===== config.mk =====
export PLATFORM = sky130hd
export DESIGN_NAME = vss_top
export DESIGN_NICKNAME = d
export VERILOG_FILES = /design/src/core/vss_pkg.sv /design/src/core/vss_osc_if.sv /design/src/core/vss_osc.sv /design/src/core/vss_top.sv
export SDC_FILE = /design/constraint.sdc
export NUM_CORES = 1
export LEC_CHECK = 0
export ABC_AREA = 1
export BUFFER_PORTS_ARGS = -buffer_cell sky130_fd_sc_hd__buf_2
export CAP_MARGIN = 20
export CORE_MARGIN = 4
export CORE_UTILIZATION = 55
export CTS_CLUSTER_DIAMETER = 30
export DETAILED_ROUTE_END_ITERATION = 8
export GPL_TIMING_DRIVEN = 0
export PLACE_DENSITY_LB_ADDON = 0.25
export SYNTH_ARGS = -nofsm -noshare
export SYNTH_HDL_FRONTEND = slang
export SYNTH_SLANG_ARGS = --single-unit

===== constraint.sdc =====
create_clock -name clk -period 3.1 [get_ports clk]
set_input_delay 0.62 -clock clk [delete_from_list [all_inputs] [get_ports clk]]
set_output_delay 0.62 -clock clk [all_outputs]
set_load 0.05 [all_outputs]

===== src/core/vss_pkg.sv =====
// Shared constants for the vertical sync separator
package vss_pkg;
    localparam int         SAMPLE_W      = 12;
    localparam int         INTEG_W       = 16;
    localparam int         PERIOD_W      = 16;
    // Slice margin above the sync tip, in millivolt codes of the sample
    localparam int         SLICE_MV      = 70;
    localparam logic [11:0] SLICE_CODE   = 12'h0046;
    // Vertical pulse lasts this many oscillator periods
    localparam int         VSYNC_PERIODS = 8;
    localparam logic [3:0] VSYNC_LAST    = 4'h8;
    // Tip tracker relaxes upward one code every this many cycles plus one
    localparam logic [15:0] TIP_RELAX    = 16'h0400;
    localparam logic [11:0] TIP_RESET    = 12'h0fff;
    localparam logic [15:0] INTEG_RESET  = 16'h0000;
    typedef enum logic [1:0]
    {
        VSS_IDLE  = 2'b00,
        VSS_PULSE = 2'b01
    } vss_state_t;
endpackage


===== src/core/vss_osc_if.sv =====
// Link between the vertical latch and its oscillator divider
`timescale 1ns/1ps
interface vss_osc_if;
    logic                          run;
    logic [vss_pkg::PERIOD_W-1:0] period;
    logic                          tick;
    modport ctrl (output run, output period, input tick);
    modport osc  (input run, input period, output tick);
endinterface


===== src/core/vss_osc.sv =====
// Gated oscillator model: one tick per programmed period while running
`timescale 1ns/1ps
module vss_osc
(
    input  wire logic clk,
    input  wire logic rst,
    vss_osc_if.osc    link
);
    logic [vss_pkg::PERIOD_W-1:0] cnt_q;
    logic [vss_pkg::PERIOD_W-1:0] cnt_d;
    logic                          tick_q;
    logic                          wrap;

    // Restarts from phase zero each time the latch sets, like the gated RC
    assign wrap  = (cnt_q + 1'b1 >= link.period);
    assign cnt_d = (!link.run || wrap) ? '0 : cnt_q + 1'b1;
    assign link.tick = tick_q;

    always_ff @(posedge clk)
    begin
        if (rst)
        begin
            cnt_q  <= '0;
            tick_q <= 1'b0;
        end
        else
        begin
            cnt_q  <= cnt_d;
            tick_q <= link.run && wrap;
        end
    end
endmodule // vss_osc


===== src/core/vss_top.sv =====
// Vertical sync separator: slicer, integrator, vertical latch, field flag
`timescale 1ns/1ps
module vss_top
#(
    parameter int SAMPLE_W = vss_pkg::SAMPLE_W,
    parameter int INTEG_W  = vss_pkg::INTEG_W,
    parameter int PERIOD_W = vss_pkg::PERIOD_W
)
(
    input  wire logic                clk,
    input  wire logic                rst,
    input  wire logic [SAMPLE_W-1:0] video_sample,
    input  wire logic [INTEG_W-1:0]  integ_step,
    input  wire logic [INTEG_W-1:0]  serration_threshold,
    input  wire logic [INTEG_W-1:0]  default_threshold,
    input  wire logic [INTEG_W-1:0]  line_gap_threshold,
    input  wire logic [PERIOD_W-1:0] osc_period,
    output logic                     csync_n,
    output logic                     vsync_n,
    output logic                     field_odd
);
    vss_osc_if osc_link ();

    // Sync tip clamp tracker
    logic [SAMPLE_W-1:0] tip_q;
    logic [SAMPLE_W-1:0] tip_d;
    logic [15:0]         relax_q;
    logic                relax_due;
    logic [SAMPLE_W:0]   slice_level;
    logic                below_slice;

    assign relax_due   = (relax_q == vss_pkg::TIP_RELAX);
    // Snap down instantly, creep up slowly so noise cannot lift the clamp
    assign tip_d       = (video_sample < tip_q) ? video_sample :
                         (relax_due && tip_q != '1) ? tip_q + 1'b1 : tip_q;
    assign slice_level = {1'b0, tip_q} + {1'b0, vss_pkg::SLICE_CODE};
    assign below_slice = ({1'b0, video_sample} < slice_level);

    // Inverted composite sync registered for edge detection, high during sync
    logic sync_q;
    logic sync_fall;
    logic sync_rise;
    assign sync_fall = sync_q && !below_slice;
    assign sync_rise = !sync_q && below_slice;

    // Integrator: ramps while sync is high, dumped between syncs
    logic [INTEG_W-1:0] integ_q;
    logic [INTEG_W-1:0] integ_d;
    logic [INTEG_W:0]   integ_sum;
    logic               above_lower;
    logic               above_upper;

    assign integ_sum   = {1'b0, integ_q} + {1'b0, integ_step};
    // Saturate so a long default wait cannot wrap back under the thresholds
    assign integ_d     = !below_slice ? '0 :
                         integ_sum[INTEG_W] ? '1 :
                         integ_sum[INTEG_W-1:0];
    // Zero step or unreachable threshold leaves the latch untouched
    assign above_lower = (integ_q >= serration_threshold);
    assign above_upper = (integ_q >= default_threshold);

    // Sampling flop result and OR into the latch set
    logic sample_q;
    logic sample_d;
    logic set_req;
    assign sample_d = sync_fall && above_lower;
    assign set_req  = sample_q || (below_slice && above_upper);

    // Vertical latch and its divide-by-eight
    vss_pkg::vss_state_t state_q;
    vss_pkg::vss_state_t state_d;
    logic [3:0]          div_q;
    logic [3:0]          div_d;
    logic                div_done;
    logic                latch_set;

    assign div_done  = osc_link.tick && (div_q + 1'b1 == vss_pkg::VSYNC_LAST);
    assign latch_set = (state_q == vss_pkg::VSS_IDLE) && set_req;

    always_comb
    begin
        state_d = state_q;
        div_d   = div_q;
        case (state_q)
            vss_pkg::VSS_IDLE:
            begin
                div_d = 4'h0;
                // A later serration or trailing edge may retrigger
                if (set_req)
                begin
                    state_d = vss_pkg::VSS_PULSE;
                end
            end
            vss_pkg::VSS_PULSE:
            begin
                if (div_done)
                begin
                    state_d = vss_pkg::VSS_IDLE;
                    div_d   = 4'h0;
                end
                else if (osc_link.tick)
                begin
                    div_d = div_q + 1'b1;
                end
            end
            default:
            begin
                state_d = vss_pkg::VSS_IDLE;
                div_d   = 4'h0;
            end
        endcase
    end

    assign osc_link.run    = (state_q == vss_pkg::VSS_PULSE);
    assign osc_link.period = osc_period;

    vss_osc u_osc
    (
        .clk  (clk),
        .rst  (rst),
        .link (osc_link)
    );

    // Field detector: a toggle clocked by each sync, cleared by a long gap
    logic [INTEG_W-1:0] gap_q;
    logic [INTEG_W-1:0] gap_d;
    logic               toggle_q;
    logic               toggle_d;
    logic               gap_long;
    logic               field_d;

    assign gap_long = (gap_q >= line_gap_threshold);
    assign gap_d    = below_slice ? '0 :
                      (gap_q == '1) ? gap_q : gap_q + 1'b1;
    // Half-line gaps toggle; full lines hold it low, so parity differs
    assign toggle_d = !sync_rise ? toggle_q :
                      gap_long ? 1'b0 : !toggle_q;
    // Parity captured at latch set, held for the whole field
    assign field_d  = latch_set ? toggle_q : field_odd;

    always_ff @(posedge clk)
    begin
        if (rst)
        begin
            tip_q    <= vss_pkg::TIP_RESET;
            relax_q  <= 16'h0000;
            sync_q   <= 1'b0;
            integ_q  <= vss_pkg::INTEG_RESET;
            sample_q <= 1'b0;
            state_q  <= vss_pkg::VSS_IDLE;
            div_q    <= 4'h0;
            gap_q    <= '0;
            toggle_q <= 1'b0;
        end
        else
        begin
            tip_q    <= tip_d;
            relax_q  <= relax_due ? 16'h0000 : relax_q + 16'h0001;
            sync_q   <= below_slice;
            integ_q  <= integ_d;
            sample_q <= sample_d;
            state_q  <= state_d;
            div_q    <= div_d;
            gap_q    <= gap_d;
            toggle_q <= toggle_d;
        end
    end

    always_ff @(posedge clk)
    begin
        if (rst)
        begin
            csync_n   <= 1'b1;
            vsync_n   <= 1'b1;
            field_odd <= 1'b0;
        end
        else
        begin
            csync_n   <= !below_slice;
            vsync_n   <= !(state_d == vss_pkg::VSS_PULSE);
            field_odd <= field_d;
        end
    end
endmodule // vss_top


==> metrics.txt, run 1 <==
status complete, no violations; Post-CTS Hold Fix Bufs 0; FF-to-FF path depth 19; Finish-stage setup viols 0; FF-to-FF End u_osc.cnt_q[4]; core footprint 0.0127 mm²; maximum level of the CTS H-tree 3; number of placement rows 41; clock insertion delay at the later pin of the skew report ~0.35 ns; I/O Buffers 96; via count between 6000 and 7000; launch instance of the worst min-delay path u_osc.cnt_q[0]; Initial Utilization 0.566; net count of the mapped netlist 1216; boundary pin count 97; area of the die roughly 0.015 mm²; footprint of the multi-input gates between 0.004 and 0.005 mm²; synthesis warning total 0; startpoint type of the worst setup path register; routing usage on met1 0.286; Nets roughly 1300; final-layout fill cell count roughly 1200; worst-margin pin slew just over 0.6 ns; endpoint class of the critical path register; combinational family with the most area after synthesis simple AND/OR/NAND/NOR gates; antenna diode count 0; proportion of layout cells with a drive suffix above 1 0.186; PwrDens between 500 and 600 mW/mm²; met2 track demand over resource in global routing 0.383; utilization of the core after routing 0.651; reported leakage power between 4 and 5 nW; area growth from synthesis to layout 15.0%; CTS max path bufs 2; via count of the first global-routing pass 6376; post-synthesis xor/xnor area fraction 0.0501; most used flip-flop cell after synthesis sky130_fd_sc_hd__dfxtp_1; type of the setup path with the least slack register to register; HPWL after detailed placement approximately 13 mm; mapped cell area around 0.0072 mm²; GRT Max-Usage Layer met2; area share of fa/ha/maj cells after synthesis 0.197; clock tree root driver cell sky130_fd_sc_hd__clkbuf_16; CP max FO 10; horizontal die dimension 122 µm; count of max-cap constraint violations 0; EDFF count, synth 0; total of flip-flops plus latches after synthesis slightly below 90; average routed wire per standard cell around 12 µm; number of distinct library cells after synthesis 43; post-synthesis average cell area slightly above 7 µm²; total clock sinks approximately 90; antenna violations before repair 0; number of buffers inserted during clock tree synthesis 9; worst vdd ir roughly 450 µV; iteration count of the initial detailed-routing pass 5; area share of and/or/nand/nor cells after synthesis 0.273; number of instances in the synthesized netlist between 1000 and 1500; maximum number of pins on one net before global-route repair 20; wire length of the first global-routing pass about 27 mm; final hold slack approximately 0.44 ns; pre-CTS WS -0.181 ns; residual DRC count 0; Endpoint, Worst Hold u_osc.cnt_q[0]; register area between 0.0015 and 0.002 mm²; number of DRC markers after the initial detailed-route iteration between 300 and 400; Final min period 2.91 ns; clock tree from TritonCTS yes; endpoints failing hold 0; Vias/cell 5.18; final routed wirelength across all metal layers ~16 mm; sequential fraction of the synthesis area 0.249; Crit path required time around 3.3 ns; overflow left after global routing 0; worst reg2reg path startpoint u_osc.cnt_q[0]; Final Max Tran Viols 0; clk slew on worst S/H paths approximately 0.070 ns; flop2flop setup slack between 0.15 and 0.2 ns; Period Utilization, post-route 0.938; highest attainable clock frequency around 340 MHz; Chip Height between 100 and 150 µm; worst min-delay path class register to register; Final WS setup just under 0.2 ns; met3 track utilization from global routing 0.0316; post-layout power around 4.5 mW; hold path depth 1; gp weighted congestion around 0.9; Clock Skew between 0.008 and 0.009 ns; signal arrival time at the worst endpoint 3.14 ns; complex-gate fraction of the synthesized area 0.125; FFs w/ async S/R, synth 0; antenna-violating nets left 0; share of cell area taken by muxes after synthesis 0; worst slew slack as a fraction of its limit 0.594; overall fraction of global-route tracks in use 0.222
-- layer usage --
metal / vias up / share of wire
met5: - / 0
met4: 0 / 0.015
met3: 22 / 0.047
met2: 160 / 0.47
met1: 3001 / 0.47
li1: 3535 / -
-- worst max-delay path by stage --
| stage | startpoint | to | slack [ns] | depth (start not counted) |
|---|---|---|---|---|
| global route | u_osc.cnt_q[0] | u_osc.cnt_q[6] | -0.05 | 19 |
| floorplan | u_osc.cnt_q[0] | u_osc.cnt_q[6] | 0.33 | 19 |
| global placement | u_osc.cnt_q[0] | u_osc.cnt_q[11] | -0.17 | 19 |
| finish | u_osc.cnt_q[0] | u_osc.cnt_q[4] | 0.19 | 19 |
| CTS | u_osc.cnt_q[0] | u_osc.cnt_q[3] | 0.02 | 19 |
| detailed placement | u_osc.cnt_q[0] | u_osc.cnt_q[3] | -0.18 | 19 |
-- worst max-delay path, cell delays in order, from the launching register on --
cell                      delay [ns]
sky130_fd_sc_hd__dfxtp_2        0.36
sky130_fd_sc_hd__ha_1           0.16
sky130_fd_sc_hd__nand2_1        0.09
sky130_fd_sc_hd__nor2_4         0.11
sky130_fd_sc_hd__nand3_2        0.11
sky130_fd_sc_hd__nor2_4         0.12
sky130_fd_sc_hd__nand3_2        0.11
sky130_fd_sc_hd__nor3_4         0.17
sky130_fd_sc_hd__nand3_2        0.10
sky130_fd_sc_hd__xor2_1         0.20
sky130_fd_sc_hd__inv_1          0.06
sky130_fd_sc_hd__ha_1           0.26
sky130_fd_sc_hd__nand2_1        0.05
sky130_fd_sc_hd__inv_1          0.05
sky130_fd_sc_hd__nand3_1        0.12
sky130_fd_sc_hd__nor3_2         0.18
sky130_fd_sc_hd__nand3_1        0.13
sky130_fd_sc_hd__nand4_1        0.17
sky130_fd_sc_hd__buf_6          0.16
sky130_fd_sc_hd__nor2_1         0.05
-- metrics by stage --
stage | setup TNS, ns | cells | instance area [µm²]
floorplan | 0 | 1010 | 7170
global placement | -1.65 | 1278 | 7870
detailed placement | -1.68 | 1278 | 7870
CTS | 0 | 1295 | 8180
global route | -0.482 | 1297 | 8240
finish | 0 | 1297 | 8240
-- cell usage in the layout, fill, tap and decap left out, drive strengths merged, types with 3 or more instances in the layout --
| master | n |
|---|---|
| o21ai | 43 |
| xnor2 | 8 |
| dfxtp | 89 |
| a21oi | 93 |
| ha | 111 |
| a21o | 4 |
| or2 | 9 |
| buf | 109 |
| nand3 | 76 |
| xor2 | 33 |
| nand4 | 17 |
| clkbuf | 12 |
| nor3 | 23 |
| nor3b | 4 |
| inv | 180 |
| clkinv | 3 |
| nor2 | 106 |
| nand2 | 175 |
| a31oi | 10 |
| o21bai | 3 |
| nor4 | 3 |
-- report_power, final --
group          internal [mW]  switching [mW]  total (mW)
Combinational          0.767            1.21        1.97
Sequential              1.29           0.138        1.43
Clock                  0.575           0.513        1.09
-- cell usage after synthesis (4+ instances only) --
cell | instances | area, µm²
sky130_fd_sc_hd__inv_1 | 165 | 619
sky130_fd_sc_hd__nor2_2 | 11 | 68.8
sky130_fd_sc_hd__xnor2_1 | 8 | 70.1
sky130_fd_sc_hd__nor2_1 | 92 | 345
sky130_fd_sc_hd__a21oi_2 | 7 | 61.3
sky130_fd_sc_hd__nor3b_1 | 4 | 30.0
sky130_fd_sc_hd__a31oi_1 | 10 | 62.6
sky130_fd_sc_hd__o21ai_0 | 28 | 140
sky130_fd_sc_hd__a21o_1 | 4 | 30.0
sky130_fd_sc_hd__nor3_2 | 6 | 60.1
sky130_fd_sc_hd__buf_6 | 4 | 45.0
sky130_fd_sc_hd__ha_1 | 111 | 1390
sky130_fd_sc_hd__xor2_1 | 33 | 289
sky130_fd_sc_hd__a21oi_1 | 86 | 430
sky130_fd_sc_hd__nand2_2 | 14 | 87.6
sky130_fd_sc_hd__nand2_1 | 159 | 597
sky130_fd_sc_hd__or2_2 | 8 | 50.1
sky130_fd_sc_hd__nand4_1 | 17 | 106
sky130_fd_sc_hd__nand3_2 | 7 | 70.1
sky130_fd_sc_hd__dfxtp_1 | 89 | 1780
sky130_fd_sc_hd__inv_2 | 11 | 41.3
sky130_fd_sc_hd__nand3_1 | 69 | 345
sky130_fd_sc_hd__nor3_1 | 17 | 85.1
sky130_fd_sc_hd__o21ai_1 | 12 | 60.1
sky130_fd_sc_hd__buf_2 | 4 | 20.0
-- kinds of logic after synthesis --
logic type	count (synthesis)
other	1
xor gates and xnor gates	41
adders and majority gates	112
buffers and inverters	189
and+or+nand+nor	417
AOI/OAI and AO/OA	161
DFF	89
-- flip-flops by register name, summed over array words and instances (netlist names) --
name	flops
csync_n	1
div_q	4
field_odd	1
gap_q	16
integ_q	16
relax_q	16
sample_q	1
state_q	2
sync_q	1
tip_q	12
toggle_q	1
u_osc.cnt_q	16
u_osc.link.tick	1
vsync_n	1
-- final cells by class --
cell class,count,share of cell area
well taps,172,0.0261
flip-flops and latches,89,0.217
plain buffers,13,0.0131
multi-input cells,732,0.565
repair buffers,99,0.0615
inverters,176,0.0801
clock inverters,7,0.00986
clock buffers,9,0.0273
-- repair_timing --
| action | CTS | global route |
|---|---|---|
| gates resized for setup | 0 | 15 |
| hold endpoints to repair | 0 | 0 |
| buffers inserted | 1 | 2 |
| pin swaps | 1 | 2 |
| setup endpoints to repair | 10 | 45 |
(Power assumes the default switching activity.)
==> run 2, diff against run 1 <==
--- a/config.mk
+++ b/config.mk
@@ -9,10 +9,11 @@
 export BUFFER_PORTS_ARGS = -buffer_cell sky130_fd_sc_hd__buf_2
 export CAP_MARGIN = 20
 export CORE_MARGIN = 4
-export CORE_UTILIZATION = 55
+export CORE_UTILIZATION = 45
 export CTS_CLUSTER_DIAMETER = 30
 export DETAILED_ROUTE_END_ITERATION = 8
 export GPL_TIMING_DRIVEN = 0
+export MAX_ROUTING_LAYER = met4
 export PLACE_DENSITY_LB_ADDON = 0.25
 export SYNTH_ARGS = -nofsm -noshare
 export SYNTH_HDL_FRONTEND = slang
==> run 2 against run 1 <==
Critical path depth unchanged. Final cell count up 3.4%. Global-route usage shrank 3.6 points. Via count shrank 2.5%. Utilization down 11 points. Total power increased by 1.3%. Sequential share of layout area shrank 0.36 points. Cell area is 1.9% higher. Non-clock buffer count grew 5. Largest cell class unchanged. Highest routed layer unchanged.
==> metrics.txt, run 2 (synthesis results as in run 1) <==
Final WS setup slightly below 0.09 ns; Critical Path Max Stage Delay roughly 0.37 ns; iteration count of the initial detailed-routing pass 4; post-layout power between 4 and 5 mW; CTS max path bufs 2; via count of the first global-routing pass between 5000 and 6000; most frequent standard cell in the layout excluding fill and tap cells sky130_fd_sc_hd__inv_1; total clock sinks 89; number of standard cells in the final layout excluding fillers roughly 1300; status complete, no violations; Period Utilization, post-route 0.971; clock insertion delay at the later pin of the skew report about 0.35 ns; gp weighted congestion 0.910; sum of negative setup slack 0 ns; antenna-violating nets left 0; footprint of the multi-input gates around 0.0047 mm²; highest attainable clock frequency roughly 330 MHz; leading cell types in the layout, fill and taps excluded sky130_fd_sc_hd__inv_1, sky130_fd_sc_hd__nand2_1, sky130_fd_sc_hd__ha_1; worst slew slack as a fraction of its limit 0.562; area of all placed cells without fillers ~0.0084 mm²; Crit path required time roughly 3.3 ns; Post-CTS Hold Fix Bufs 0; antenna violations before repair 0; overflow left after global routing 0; Finish-stage setup viols 0; proportion of layout cells with a drive suffix above 1 0.196; count of max-cap constraint violations 0; clock tree from TritonCTS yes; CP max FO 6; worst vdd ir about 400 µV; slowest stage cell on the critical path sky130_fd_sc_hd__dfxtp_4; register area 0.00179 mm²; FF-to-FF path depth 19; FF-to-FF End u_osc.cnt_q[12]; reported leakage power roughly 4.3 nW; number of DRC markers after the initial detailed-route iteration around 190; area of the die ~0.018 mm²; worst path cell trace ha_4, nand2_2, nor2_4, nand3_2, nor2_4, nand3_4, nor3_4, nand3_2, xor2_2, inv_1, ha_1, nand2_1, inv_1, nand3_2, nor3_4, nand3_2, nand4_1, buf_6, nor2_1; endpoint class of the critical path register; maximum level of the CTS H-tree 3; final-layout fill cell count roughly 1600; Chip Height roughly 130 µm; core footprint ~0.015 mm²; residual DRC count 0; placed cell area slightly below 0.008 mm²; clock tree root driver cell sky130_fd_sc_hd__clkbuf_16; final routed wirelength across all metal layers 16.1 mm; antenna diode count 0; area growth from synthesis to layout 17.2%; number of buffers inserted during clock tree synthesis 9; boundary pin count 97; via count roughly 6600; Endpoint, Worst Hold u_osc.cnt_q[0]; hold path depth 1; Initial Utilization 0.465; endpoints failing hold 0; worst reg2reg path startpoint u_osc.cnt_q[0]; average routed wire per standard cell around 12 µm; type of the setup path with the least slack register to register; wire length of the first global-routing pass approximately 27 mm; number of placement rows 45; launch instance of the worst min-delay path u_osc.cnt_q[0]; Clock Skew roughly 0.0077 ns; Final Max Tran Viols 0; number of placed cells counting well taps 1317; cell repeated most along the worst path sky130_fd_sc_hd__nand3_2; Vias/cell approximately 4.9; worst min-delay path class register to register; clk slew on worst S/H paths roughly 0.070 ns; I/O Buffers 96; HPWL after detailed placement between 10 and 15 mm; PwrDens between 500 and 600 mW/mm²; Nets ~1300; startpoint type of the worst setup path register; signal arrival time at the worst endpoint between 3 and 4 ns; overall fraction of global-route tracks in use 0.185; horizontal die dimension 134 µm; maximum number of pins on one net before global-route repair 18; Final min period between 3 and 4 ns; worst-margin pin slew 0.652 ns; flop2flop setup slack 0.09 ns; pre-CTS WS -0.227 ns
-- run 2: changes by cell type in the layout (fill, tap and decap cells not counted), sizes merged --
cell,change
buf,+5
bufinv,+1
clkinv,-2
clkinvlp,+1
-- run 2: final cells by class --
type / instances / area share
buffer: 13 / 0.0128
clock buffer: 9 / 0.0268
clock inverter: 7 / 0.0103
inverter: 176 / 0.0787
multi-input combinational: 732 / 0.562
sequential: 89 / 0.213
tap: 211 / 0.0314
timing repair buffer: 104 / 0.0652
-- run 2: through the flow --
step                       util  hold slack, ns
after floorplan               -           0.433
after global placement    0.513           0.459
after detailed placement  0.513           0.465
after CTS                 0.534           0.461
after global routing      0.544           0.464
final                     0.544           0.446
-- run 2: timing repair --
item,CTS,global route
resized for setup,1,28
pin swaps,1,9
cloned,0,1
setup endpoints to repair,10,44
setup buffers,1,6
-- run 2: worst max-delay path by stage --
stage	start	slack, ns	cells past startpoint	to
6_report	u_osc.cnt_q[0]	0.09	19	u_osc.cnt_q[12]
3_3_place_gp	u_osc.cnt_q[0]	-0.18	19	u_osc.cnt_q[7]
4_1_cts	tip_q[1]	0.05	14	gap_q[7]
2_1_floorplan	u_osc.cnt_q[0]	0.33	19	u_osc.cnt_q[6]
3_5_place_dp	u_osc.cnt_q[0]	-0.23	19	u_osc.cnt_q[8]
5_1_grt	u_osc.cnt_q[0]	-0.09	19	u_osc.cnt_q[13]
-- run 2: critical path, delay by kind of cell, from the launching register on --
| family | cells | cell delay [ns] |
|---|---|---|
| xor+xnor | 1 | 0.19 |
| fa+ha+maj | 2 | 0.41 |
| buf+inv | 3 | 0.30 |
| flops | 1 | 0.37 |
| simple gates | 13 | 1.65 |
-- run 2: report_power, final --
part           switching (mW)  total (mW)  internal, mW
Combinational            1.19        1.96         0.770
Sequential              0.145        1.43          1.29
Clock                   0.508        1.15         0.644
Total                    1.84        4.55          2.70
-- run 2: routing by layer --
metal | vias up | share of wire | global-route usage
li1 | 3549 | - | -
met1 | 2876 | 0.48 | 0.236
met2 | 108 | 0.48 | 0.307
met3 | 19 | 0.033 | 0.0293
met4 | 0 | 0.015 | 0.0492
met5 | - | 0 | -
